`src/core/nwds_pkg.sv`:
```
// Package for the NMI and wakeup destination-select block.
package nwds_pkg;
    // Register word offsets, used as byte addresses.
    localparam logic [7:0] NWDS_OFF_NMI_CFG = 8'h00;
    localparam logic [7:0] NWDS_OFF_WK_EN = 8'h04;
    localparam logic [7:0] NWDS_OFF_CAN_CFG = 8'h08;
    localparam logic [7:0] NWDS_OFF_STATUS = 8'h0C;
    localparam logic [7:0] NWDS_OFF_IRQ_ST = 8'h10;
    localparam logic [7:0] NWDS_OFF_IRQ_EN = 8'h14;
    localparam logic [7:0] NWDS_OFF_IRQ_CLR = 8'h18;
    localparam logic [7:0] NWDS_OFF_ID = 8'h1C;
    // Field positions of the NMI configuration register.
    localparam int NWDS_POS_DEST = 0;
    localparam int NWDS_POS_WAKE_EN = 2;
    // Destination encodings.
    localparam logic [1:0] NWDS_DEST_NMI = 2'h0;
    localparam logic [1:0] NWDS_DEST_CRIT = 2'h1;
    localparam logic [1:0] NWDS_DEST_MCHK = 2'h2;
    localparam logic [1:0] NWDS_DEST_WAKE_ONLY = 2'h3;
    // Reset values.
    localparam logic [1:0] NWDS_RST_DEST = 2'h3;
    localparam logic [31:0] NWDS_RST_WK_EN = 32'h0000_0000;
    // Wakeup inputs present on every variant: 2 to 14 and 19.
    localparam logic [31:0] NWDS_WK_COMMON_MASK = 32'h0008_7FFC;
    // Fetch address used by an NMI before the vector base is set up.
    localparam logic [31:0] NWDS_NMI_RAW_FETCH = 32'h0000_0010;
    // Interrupt status bit positions.
    localparam int NWDS_IRQ_NMI_WAKE = 0;
    localparam int NWDS_IRQ_LP_REFUSED = 1;
    localparam int NWDS_IRQ_MCHK_STALL = 2;
    localparam int NWDS_IRQ_WK = 3;
    localparam int NWDS_IRQ_W = 4;
    // Core power-up sequence length in cycles.
    localparam logic [3:0] NWDS_PWR_UP_CYC = 4'h4;

    typedef enum logic [1:0] {
        NWDS_ST_RUN = 2'b00,
        NWDS_ST_STANDBY = 2'b01,
        NWDS_ST_POWER_UP = 2'b10,
        NWDS_ST_RELEASE = 2'b11
    } nwds_pwr_e;

    typedef struct packed {
        logic [1:0] nmi;
        logic [1:0] crit;
        logic [1:0] mchk;
    } nwds_core_irq_s;

    typedef struct packed {
        logic [7:0] addr;
        logic [31:0] wdata;
        logic wr;
        logic rd;
    } nwds_bus_s;
endpackage

```
`src/core/nwds_top.sv`:
```
// NMI pin routing, standby wakeup sequencing and low-power entry gating.
`timescale 1ns/1ps
// Functional notes
// - A standby wakeup by the NMI pin powers the core domain and then releases core reset.
// - An NMI pending from a standby wakeup when core reset is released before the vector base is set makes the core fetch at 0x10 and stall in machine check.
// - With destination 11 the NMI pin gives no core interrupt but still wakes the system.
// - Wakeup inputs 2 to 14 and 19 exist on every variant, though a package may leave some unbonded.
// - Low-power entry is refused while any CAN controller is enabled and not module-disabled.
// - Destination 00 routes the NMI pin event to the core as a non-maskable interrupt.
module nwds_top
    import nwds_pkg::*;
#(
    parameter int NUM_WK = 32,
    parameter int NUM_CAN = 3,
    parameter logic [31:0] ID_CODE = 32'h0000_0A5A // Arbitrary identification value.
) (
    // Clock and reset.
    input wire logic clk_i,
    input wire logic rst_b_i,
    input wire logic clk_en_i,
    // Register port.
    input wire logic [7:0] reg_addr_i,
    input wire logic [31:0] reg_wdata_i,
    input wire logic reg_wr_i,
    input wire logic reg_rd_i,
    output logic [31:0] reg_rdata_o,
    // Pins and wakeup sources.
    input wire logic nmi_pin_i,
    input wire logic [NUM_WK-1:0] wakeup_input_i,
    // Low-power mode controller.
    input wire logic lp_req_i,
    input wire logic lp_standby_i,
    output logic lp_grant_o,
    output logic lp_refused_o,
    output logic [NUM_WK-1:0] wake_o,
    // CAN controller state.
    input wire logic [NUM_CAN-1:0] can_run_enabled_i,
    input wire logic [NUM_CAN-1:0] can_module_disable_bit_i,
    // Core side.
    input wire logic vector_prefix_valid_i,
    output logic core_pwr_on_o,
    output logic core_rst_b_o,
    output nwds_core_irq_s core_irq_o,
    output logic core_mchk_stall_o,
    output logic [31:0] core_fetch_addr_o,
    output logic irq_o
);

    ////////////////////////////////////////////////////////////////////////////
    typedef struct packed {
        logic [1:0] dest;
        logic nmi_wake_en;
        logic [31:0] wk_en;
        nwds_pwr_e pwr;
        logic [3:0] pwr_cnt;
        logic nmi_pin_d;
        logic nmi_pend;
        logic [NWDS_IRQ_W-1:0] irq_st;
        logic [NWDS_IRQ_W-1:0] irq_en;
        logic [31:0] rdata;
        logic lp_grant;
        logic lp_refused;
        logic [NUM_WK-1:0] wake;
        logic nmi_out;
        logic crit_out;
        logic mchk_out;
        logic stall;
        logic [31:0] fetch;
    } nwds_state_s;

    nwds_state_s st_reg;
    nwds_state_s st_next;
    nwds_bus_s bus;
    logic [31:0] wk_present;
    logic can_active;
    logic nmi_edge;
    logic wk_any;

    assign bus = '{addr: reg_addr_i, wdata: reg_wdata_i, wr: reg_wr_i, rd: reg_rd_i};

    // Only the family-wide inputs are implemented; the rest read and wake as zero.
    always_comb begin
        wk_present = NWDS_WK_COMMON_MASK;
    end

    assign can_active = |(can_run_enabled_i & ~can_module_disable_bit_i);
    assign nmi_edge = nmi_pin_i & ~st_reg.nmi_pin_d;

    always_comb begin
        logic [31:0] wk_vec;
        wk_vec = '0;
        wk_vec[NUM_WK-1:0] = wakeup_input_i;
        wk_any = |(wk_vec & st_reg.wk_en & wk_present);
    end

    ////////////////////////////////////////////////////////////////////////////
    always_comb begin
        logic [NWDS_IRQ_W-1:0] ev;
        logic [31:0] wk_vec;
        logic [31:0] wake_vec;
        ev = '0;
        wk_vec = '0;
        wk_vec[NUM_WK-1:0] = wakeup_input_i;
        wake_vec = '0;
        st_next = st_reg;
        st_next.nmi_pin_d = nmi_pin_i;
        st_next.lp_grant = 1'b0;
        st_next.lp_refused = 1'b0;
        st_next.nmi_out = 1'b0;
        st_next.crit_out = 1'b0;
        st_next.mchk_out = 1'b0;

        if (bus.wr) begin
            unique case (bus.addr)
                NWDS_OFF_NMI_CFG: begin
                    st_next.dest = bus.wdata[NWDS_POS_DEST +: 2];
                    st_next.nmi_wake_en = bus.wdata[NWDS_POS_WAKE_EN];
                end
                NWDS_OFF_WK_EN: st_next.wk_en = bus.wdata & wk_present;
                NWDS_OFF_IRQ_EN: st_next.irq_en = bus.wdata[NWDS_IRQ_W-1:0];
                NWDS_OFF_IRQ_CLR: st_next.irq_st = st_reg.irq_st & ~bus.wdata[NWDS_IRQ_W-1:0];
                default: ;
            endcase
        end

        // A request while a CAN controller runs is refused and reported.
        if (lp_req_i && st_reg.pwr == NWDS_ST_RUN) begin
            if (can_active) begin
                st_next.lp_refused = 1'b1;
                ev[NWDS_IRQ_LP_REFUSED] = 1'b1;
            end else begin
                st_next.lp_grant = 1'b1;
                if (lp_standby_i) begin
                    st_next.pwr = NWDS_ST_STANDBY;
                end
            end
        end

        unique case (st_reg.pwr)
            NWDS_ST_RUN: begin
                // Pin routing while the core runs.
                if (nmi_edge) begin
                    unique case (st_reg.dest)
                        NWDS_DEST_NMI: st_next.nmi_out = 1'b1;
                        NWDS_DEST_CRIT: st_next.crit_out = 1'b1;
                        NWDS_DEST_MCHK: st_next.mchk_out = 1'b1;
                        NWDS_DEST_WAKE_ONLY: ;
                    endcase
                end
            end
            NWDS_ST_STANDBY: begin
                if ((nmi_edge && st_reg.nmi_wake_en) || wk_any) begin
                    st_next.pwr = NWDS_ST_POWER_UP;
                    st_next.pwr_cnt = NWDS_PWR_UP_CYC;
                    if (nmi_edge && st_reg.nmi_wake_en) begin
                        ev[NWDS_IRQ_NMI_WAKE] = 1'b1;
                        // The pending NMI reaches the core only when not wake-only.
                        st_next.nmi_pend = (st_reg.dest != NWDS_DEST_WAKE_ONLY);
                    end
                    if (wk_any) begin
                        ev[NWDS_IRQ_WK] = 1'b1;
                        wake_vec = wk_vec & st_reg.wk_en & wk_present;
                    end
                end
            end
            NWDS_ST_POWER_UP: begin
                st_next.pwr_cnt = st_reg.pwr_cnt - 4'h1;
                if (st_reg.pwr_cnt == 4'h1) begin
                    st_next.pwr = NWDS_ST_RELEASE;
                end
            end
            NWDS_ST_RELEASE: begin
                // Core reset is released; a pending NMI is seen on its first edge.
                st_next.pwr = NWDS_ST_RUN;
                st_next.nmi_pend = 1'b0;
                if (st_reg.nmi_pend) begin
                    unique case (st_reg.dest)
                        NWDS_DEST_NMI: st_next.nmi_out = 1'b1;
                        NWDS_DEST_CRIT: st_next.crit_out = 1'b1;
                        NWDS_DEST_MCHK: st_next.mchk_out = 1'b1;
                        NWDS_DEST_WAKE_ONLY: ;
                    endcase
                    // Without a vector base the fetch lands at 0x10 with flash off.
                    if (!vector_prefix_valid_i) begin
                        st_next.fetch = NWDS_NMI_RAW_FETCH;
                        st_next.stall = 1'b1;
                        ev[NWDS_IRQ_MCHK_STALL] = 1'b1;
                    end
                end
            end
        endcase

        if (st_reg.pwr == NWDS_ST_STANDBY) begin
            st_next.wake = wake_vec[NUM_WK-1:0];
        end else begin
            st_next.wake = '0;
        end
        // A stall lasts until the core is reset again by a new standby.
        if (st_next.pwr == NWDS_ST_STANDBY) begin
            st_next.stall = 1'b0;
        end

        // Set wins over a clear in the same cycle.
        st_next.irq_st = st_next.irq_st | ev;

        st_next.rdata = '0;
        if (bus.rd) begin
            unique case (bus.addr)
                NWDS_OFF_NMI_CFG: begin
                    st_next.rdata[NWDS_POS_DEST +: 2] = st_reg.dest;
                    st_next.rdata[NWDS_POS_WAKE_EN] = st_reg.nmi_wake_en;
                end
                NWDS_OFF_WK_EN: st_next.rdata = st_reg.wk_en;
                NWDS_OFF_CAN_CFG: st_next.rdata = {31'h0, can_active};
                NWDS_OFF_STATUS: st_next.rdata = {27'h0, st_reg.stall, st_reg.nmi_pend, st_reg.pwr, can_active};
                NWDS_OFF_IRQ_ST: st_next.rdata[NWDS_IRQ_W-1:0] = st_reg.irq_st;
                NWDS_OFF_IRQ_EN: st_next.rdata[NWDS_IRQ_W-1:0] = st_reg.irq_en;
                NWDS_OFF_ID: st_next.rdata = ID_CODE;
                default: st_next.rdata = '0;
            endcase
        end
    end

    ////////////////////////////////////////////////////////////////////////////
    always_ff @(posedge clk_i or negedge rst_b_i) begin
        if (!rst_b_i) begin
            st_reg <= '{dest: NWDS_RST_DEST, wk_en: NWDS_RST_WK_EN, pwr: NWDS_ST_RUN, default: '0};
        end else if (clk_en_i) begin
            st_reg <= st_next;
        end
    end

    assign reg_rdata_o = st_reg.rdata;
    assign lp_grant_o = st_reg.lp_grant;
    assign lp_refused_o = st_reg.lp_refused;
    assign wake_o = st_reg.wake;
    assign core_pwr_on_o = (st_reg.pwr != NWDS_ST_STANDBY);
    assign core_rst_b_o = (st_reg.pwr == NWDS_ST_RUN) || (st_reg.pwr == NWDS_ST_RELEASE);
    assign core_irq_o = '{nmi: {1'b0, st_reg.nmi_out}, crit: {1'b0, st_reg.crit_out},
                          mchk: {1'b0, st_reg.mchk_out}};
    assign core_mchk_stall_o = st_reg.stall;
    assign core_fetch_addr_o = st_reg.fetch;
    assign irq_o = |(st_reg.irq_st & st_reg.irq_en);

endmodule

```
`config.mk`:
```
export PLATFORM = sky130hd
export DESIGN_NAME = nwds_top
export DESIGN_NICKNAME = d
export VERILOG_FILES = /design/src/core/nwds_pkg.sv /design/src/core/nwds_top.sv
export SDC_FILE = /design/constraint.sdc
export NUM_CORES = 1
export LEC_CHECK = 0
export BUFFER_PORTS_ARGS = -buffer_cell sky130_fd_sc_hd__buf_2
export CAP_MARGIN = 20
export CORE_ASPECT_RATIO = 1.25
export CORE_MARGIN = 2
export CORE_UTILIZATION = 30
export DETAILED_ROUTE_END_ITERATION = 7
export REMOVE_ABC_BUFFERS = 1
export SYNTH_ARGS = -nofsm -noshare
export SYNTH_HDL_FRONTEND = slang
export SYNTH_SLANG_ARGS = --single-unit
```
`constraint.sdc`:
```
create_clock -name clk_i -period 1.71 [get_ports clk_i]
set_clock_uncertainty 0.1 [all_clocks]
set_input_delay 0.171 -clock clk_i [delete_from_list [all_inputs] [get_ports clk_i]]
set_output_delay 0.171 -clock clk_i [all_outputs]
set_load 0.01 [all_outputs]
```
==> run_results.csv, run 1 <==
group,metric,value,unit
synth,syn_area,4129,sq um
cells_and_area,drive_above_1_share,41.82,%
worst_setup_path,crit_type,"flop to flop",
worst_setup_path,start_kind,"flop",
drt,drt_iter0_drc,213,
placement,port_buffers,92,
drt,wl_met1,4.356,mm
drt,drt_drc_violations_left,0,
worst_setup_path,worst_ep_required_time,1820,ps
floorplanning,die_x,108.9,um
drt,routed_wl,10.23,mm
timing,setup_viol,3,
grt,grt_pass1_wl,15.90,mm
power,comb_power_share,29.0,%
clock_network,clkLatencyLatePin,330,ps
synth,synth_cell_types,53,
worst_setup_path,cp_top_family,"simple AND/OR/NAND/NOR gates",
worst_setup_path,cpMaxStageDelayCell,"dfrtp_1",
drt,wl_per_cell,14.19,um
cells_and_area,synthToLayoutAreaGrowth,29.21,%
clock_network,numCtsBuffers,9,
cells_and_area,multi_input_area,1838,sq um
floorplanning,initial_core_util,30.93,%
worst_setup_path,end_kind,"flop",
synth,synth-seq-area-share,42.48,%
worst_setup_path,critPathBufInv,1,
power,p_sw,1.593,mW
cells_and_area,diodes,0,
clock_network,cts.sinks,70,
clock_network,htreeDepth,3,
drt,firstDrtPassIters,4,
timing,finalCritPeriodShare,101.1,%
synth,postSynthAreaPerCell,10.22,sq um
cells_and_area,largest_register_ff_count,33,
timing,final_max_slew_viol_count,0,
timing,min_period,1729,ps
drt,via_per_inst,4.508,
timing,rsz0062_at_grt,"yes",
power,p_total,5.254,mW
timing,max_freq,578.2,MHz
worst_setup_path,crit_arrival,1840,ps
cells_and_area,fillers,1324,
worst_setup_path,critPathMaxFanout,4,
floorplanning,io_pins,195,
floorplanning,die_area,14720,sq um
drt,wl_met3,671,um
power,vdd_drop_max,631.4,uV
synth,synth_seq_cells,70,
power,p_leak,2.723,nW
synth,yosysWarnings,0,
power,p_per_area,984.7,nW/um^2
clock_network,path_clk_slew,50,ps
grt,grt_max_degree,30,
grt,grtUsageTotal,14.08,%
power,p_int,3.660,mW
drt,highest_layer,"met4",
drt,ant_nets,0,
synth,synth_edf_count,0,
power,pwr-share-seq,37.0,%
clock_network,cts_buffer_depth,2,
cells_and_area,fin_nets,640,
power,power.clock.fraction,34.0,%
power,switching_share,30.33,%
job,maxCapViolations,0,
timing,fin_tns_setup,-28.30,ps
drt,vias,3250,
grt,grt-ovfl-total,0,
placement,place_hpwl,7.852,mm
timing,finalHoldViolCount,0,
worst_setup_path,slowest_delay,390,ps
grt,antenna_found_initial,0,
clock_network,cts_tree,"done",
status,status,"finished with violations",
status,violations,"negative setup slack",
clock_network,cts-root-buf,"clkbuf_16",
synth,synthFlopType,"dfrtp_1",
synth,async_flop_share,100.0,%
placement,gp_congestion,0.8358,
floorplanning,num_rows,47,
worst_setup_path,path_cells,"nand2_2 -> nand4_1 -> nor4_2 -> buf_4 -> and2_4 -> o21ai_1 -> a211o_1",
synth,synthCells,404,
hold_path,worstHoldPathType,"input port to flop",
grt,grt_pass1_vias,3128,
floorplanning,core,13350,sq um
floorplanning,die_y,135.2,um
cells_and_area,seq_area,1754,sq um
timing,worst_slack,-19.47,ps
drt,dr_wl_met2,5.042,mm
layout make-up:
type                       count  area share (%)
clock buffer                  15           5.394
tap                          171           4.010
sequential                    70           32.88
inverter                      14          0.9850
multi-input combinational    273           34.45
timing repair buffer         178           22.28
cells by family (layout without fill, tap and decap cells):
kind of cell               count (synthesis)  after routing  share of synthesized area, %
buffers and inverters                    128            207                         21.39
adders and majority gates                  7              7                         2.121
muxes                                     25             25                         7.970
other                                      1             68                       0.09082
DFF                                       70             70                         42.48
AOI/OAI and AO/OA                         82             82                         14.39
and+or+nand+nor                           91             91                         11.55
layout by cell type (no fill, tap or decap), types with 9 or more instances in the layout:
master / instances
o2bb2ai_1: 20
clkbuf_16: 9
buf_4: 65
mux2_2: 13
conb_1: 68
inv_1: 11
mux2_4: 10
dfrtp_1: 68
nand2_1: 40
a22o_1: 10
buf_2: 92
nor2_1: 13
dlygate4sd3_1: 18
a21oi_1: 14
o21ai_0: 10
synth_stat cells, types with 2 or more instances:
cell type / instances / share of area, %
mux2_2: 13 / 3.5
nand4_1: 6 / 0.91
nand2b_1: 3 / 0.45
nor3_1: 5 / 0.61
o311ai_0: 2 / 0.42
clkbuf_1: 8 / 0.73
a22oi_1: 4 / 0.73
mux2_4: 10 / 3.6
o2bb2ai_1: 20 / 4.2
nand2_1: 46 / 4.2
buf_1: 2 / 0.18
dfrtp_1: 68 / 41
nand3_1: 2 / 0.24
nor2_1: 13 / 1.2
a21oi_1: 14 / 1.7
nor2b_1: 2 / 0.30
a31oi_1: 2 / 0.30
ha_1: 7 / 2.1
or2_2: 2 / 0.30
inv_1: 13 / 1.2
a22o_1: 10 / 2.1
a32o_1: 2 / 0.48
a211o_1: 2 / 0.42
buf_4: 103 / 19
o21ai_0: 16 / 1.9
dfstp_2: 2 / 1.3
power groups by stage:
stage	sequential (mW)	clock [mW]	combinational, mW
after floorplan	1.94	0	0.707
after global placement	1.95	0	1.25
after detailed placement	1.96	0	1.29
after CTS	1.93	1.83	1.35
after global routing	1.96	1.90	1.70
final	1.95	1.78	1.52
through the flow:
step / hold WS [ps] / utilization [%] / worst slack (ps) / instance area, sq um / instances
6_report: 18.63 / 39.97 / -19.47 / 5335 / 721
3_5_place_dp: 60.06 / 34.96 / -277.7 / 4667 / 674
2_1_floorplan: -224.6 / - / -215.0 / 3550 / 357
5_1_grt: 14.57 / 39.97 / -139.9 / 5335 / 721
4_1_cts: 5.138 / 38.97 / -21.23 / 5202 / 713
3_3_place_gp: 42.07 / 34.96 / -243.4 / 4667 / 674
path summary, 6_finish.rpt:
check | from | endpoint | slack [ps] | cells after the start
max | st_reg[125] | st_reg[115] | -20 | 7
min | wakeup_input_i[4] | wake_o[4] | 20 | 3
max reg2reg | st_reg[125] | st_reg[115] | -20 | 7
min reg2reg | core_fetch_addr_o[4] | core_fetch_addr_o[4] | 370 | 1
max in group asynchronous | rst_b_i | st_reg[152] | 660 | 3
min in group asynchronous | rst_b_i | wake_o[9] | 230 | 2
per-layer routing:
metal | up-vias | GRT usage, %
li1 | 1528 | -
met1 | 1563 | 18.04
met2 | 146 | 22.95
met4 | 0 | 4.487
met3 | 13 | 3.848
met5 | - | 0
worst reg2reg max path: stages (launching register included):
cell and delay (ps):
dfrtp_1 390, nand2_2 80, nand4_1 130, nor4_2 280
buf_4 160, and2_4 160, o21ai_1 70, a211o_1 240
repair_timing:
| action | 4_1_cts | 5_1_grt |
|---|---|---|
| endpoints found under the hold margin | 33 | 0 |
| endpoints found under the setup margin | 7 | 9 |
| hold buffers | 18 | 0 |
| resized for setup | 11 | 21 |
| setup buffers | 6 | 8 |
| pin swaps | 11 | 6 |
Note: power is estimated with default switching activity, not from simulation.
==> run 2: changes to the inputs <==
--- a/config.mk
+++ b/config.mk
@@ -11,6 +11,7 @@
 export CORE_MARGIN = 2
 export CORE_UTILIZATION = 30
 export DETAILED_ROUTE_END_ITERATION = 7
+export PLACE_DENSITY = 0.7
 export REMOVE_ABC_BUFFERS = 1
 export SYNTH_ARGS = -nofsm -noshare
 export SYNTH_HDL_FRONTEND = slang
==> run 2 against run 1 <==
  * The run still ends with negative setup slack left
  * Sequential cell count unchanged
  * Die area is the same
  * Sequential share of layout area up 0.72 points
  * Via count fell by 0.28%
  * Non-clock buffer count decreased by 16
  * Hold slack got worse by 6.2 ps
  * Combinational power barely moved
  * Critical path type unchanged
  * First-iteration DRC count down 30%
  * Global-route usage up 0.46 points
  * Count of clock-buffer cells in the layout decreased by 2
  * Largest power group unchanged
  * Utilization down 0.85 points
==> run_results.csv, run 2 (synthesis results as in run 1) <==
group,metric,value,unit
timing,finalCritPeriodShare,102.0,%
timing,setup_viol,4,
timing,final_max_slew_viol_count,0,
placement,dpl-instance-area,4657,sq um
drt,drt_drc_violations_left,0,
cells_and_area,fin_nets,624,
grt,grt_max_degree,71,
floorplanning,initial_core_util,30.93,%
grt,grt_pass1_wl,16.38,mm
worst_setup_path,crit_start,"st_reg[126]",
cells_and_area,drive_above_1_share,42.06,%
worst_setup_path,worst_ep_required_time,1830,ps
worst_setup_path,start_kind,"flop",
timing,max_freq,573.6,MHz
timing,finalHoldViolCount,0,
worst_setup_path,crit_type,"flop to flop",
job,maxCapViolations,0,
drt,ant_nets,0,
placement,place_hpwl,7.887,mm
worst_setup_path,r2r_start,"st_reg[126]",
worst_setup_path,cpMaxStageDelayCell,"dfrtp_1",
floorplanning,die_x,108.9,um
timing,worst_slack,-33.52,ps
floorplanning,num_rows,47,
cells_and_area,diodes,0,
drt,routed_wl,10.66,mm
power,vdd_drop_max,661.0,uV
clock_network,cts_buffer_depth,2,
hold_path,min_from,"reg_wdata_i[11]",
clock_network,numCtsBuffers,9,
hold_path,worstHoldPathType,"input port to flop",
floorplanning,die_y,135.2,um
clock_network,clkLatencyLatePin,330,ps
worst_setup_path,ff2ff_path_depth,7,
drt,via_per_inst,4.591,
cells_and_area,multi_input_area,1861,sq um
status,status,"finished with violations",
placement,gp_congestion,0.8460,
status,violations,"negative setup slack",
grt,antenna_found_initial,0,
clock_network,htreeDepth,3,
worst_setup_path,ff2ff_setup_slack,-30,ps
clock_network,cts_tree,"done",
timing,min_period,1744,ps
cells_and_area,largest_register_ff_count,33,
cells_and_area,final_common_cell,"buf_2",
hold_path,worstHoldEndpoint,"st_reg[129]",
clock_network,cts-root-buf,"clkbuf_16",
worst_setup_path,crit_arrival,1860,ps
drt,wl_per_cell,15.10,um
cells_and_area,final_area,5221,sq um
drt,drt_iter0_drc,149,
worst_setup_path,timing.rr.end,"st_reg[113]",
worst_setup_path,end_kind,"flop",
grt,grt-ovfl-total,0,
cells_and_area,seq_area,1754,sq um
grt,grt_pass1_vias,3206,
drt,firstDrtPassIters,4,
floorplanning,die_area,14720,sq um
cells_and_area,synthToLayoutAreaGrowth,26.45,%
clock_network,path_clk_slew,60,ps
placement,place_ws,-258.6,ps
grt,grtUsageTotal,14.54,%
cells_and_area,fillers,1309,
placement,port_buffers,92,
cells_and_area,mostFrequentLayoutCells,"92 x buf_2, 68 x conb_1, 68 x dfrtp_1",
worst_setup_path,slowest_delay,390,ps
timing,rsz0062_at_grt,"yes",
floorplanning,core,13350,sq um
power,p_leak,2.641,nW
worst_setup_path,critPathMaxFanout,3,
hold_path,min_delay_path_depth,2,
clock_network,cts.sinks,70,
power,p_per_area,986.2,nW/um^2
drt,vias,3241,
worst_setup_path,path_cells,"nand2_2 -> nand4_1 -> nor4_2 -> buf_4 -> and2_4 -> nor3_1 -> a221o_1",
floorplanning,io_pins,195,
==> run 2: changes by cell type in the layout (fill, tap and decap cells not counted), moves of 2 or more <==
| cell | change |
|---|---|
| nand2_2 | +3 |
| o21ai_2 | -2 |
| clkbuf_8 | -3 |
| dlygate4sd3_1 | -6 |
| buf_4 | -12 |
| clkinvlp_4 | +2 |
| nand2_1 | -2 |
==> run 2: how the worst max path moves through the flow <==
stage                     slack, ps  cells past startpoint           endpoint
final                           -30                      7        st_reg[113]
after global routing           -120                      7  core_mchk_stall_o
after CTS                       -40                      7        st_reg[113]
after detailed placement       -260                      6        st_reg[104]
after global placement         -240                      6        st_reg[105]
after floorplan                -220                      5        st_reg[120]
==> run 2: per-stage QoR <==
step	util, %	hold slack [ps]	total power, mW	instances	setup TNS, ps
3_3_place_gp	34.89	123.5	3.161	671	-6484
3_5_place_dp	34.89	130.5	3.233	671	-6975
2_1_floorplan	-	-224.6	2.645	357	-2748
6_report	39.11	12.41	5.149	706	-95.58
5_1_grt	39.11	5.593	5.431	706	-597.7
4_1_cts	38.25	2.315	5.040	701	-142.5
==> run 2: layout make-up <==
| cell class | instances | share of cell area (%) |
|---|---|---|
| multi-input cells | 273 | 35.63 |
| flip-flops and latches | 70 | 33.60 |
| repair buffers | 162 | 20.49 |
| clock buffers | 13 | 4.793 |
| well taps | 171 | 4.098 |
| inverters | 14 | 1.006 |
| clock inverters | 3 | 0.3834 |
==> run 2: routing by layer <==
layer | share of wire (%) | vias to the layer above | GRT usage (%)
met5 | 0 | - | 0
met4 | 1.6 | 0 | 5.556
met3 | 5.5 | 17 | 2.357
met2 | 51 | 141 | 25.09
met1 | 42 | 1581 | 18.02
li1 | - | 1502 | -
==> run 2: critical path: cells and delay by family (launching register included) <==
kind | cells | cell delay, ps
AO/OA/AOI/OAI | 1 | 260
buffers and inverters | 1 | 180
flip-flops | 1 | 390
AND/OR/NAND/NOR | 5 | 700
==> run 2: power breakdown <==
group | switching, mW | internal, mW
clock network | 0.681 | 1.02
logic | 0.825 | 0.675
registers | 0.151 | 1.80
total | 1.66 | 3.49
==> run 2: timing repair <==
item / in CTS / in global routing
endpoints found under the setup margin: 8 / 11
hold buffers: 11 / 1
endpoints found under the hold margin: 78 / 1
pin swaps: 10 / 6
resized for setup: 17 / 20
setup buffers: 3 / 4
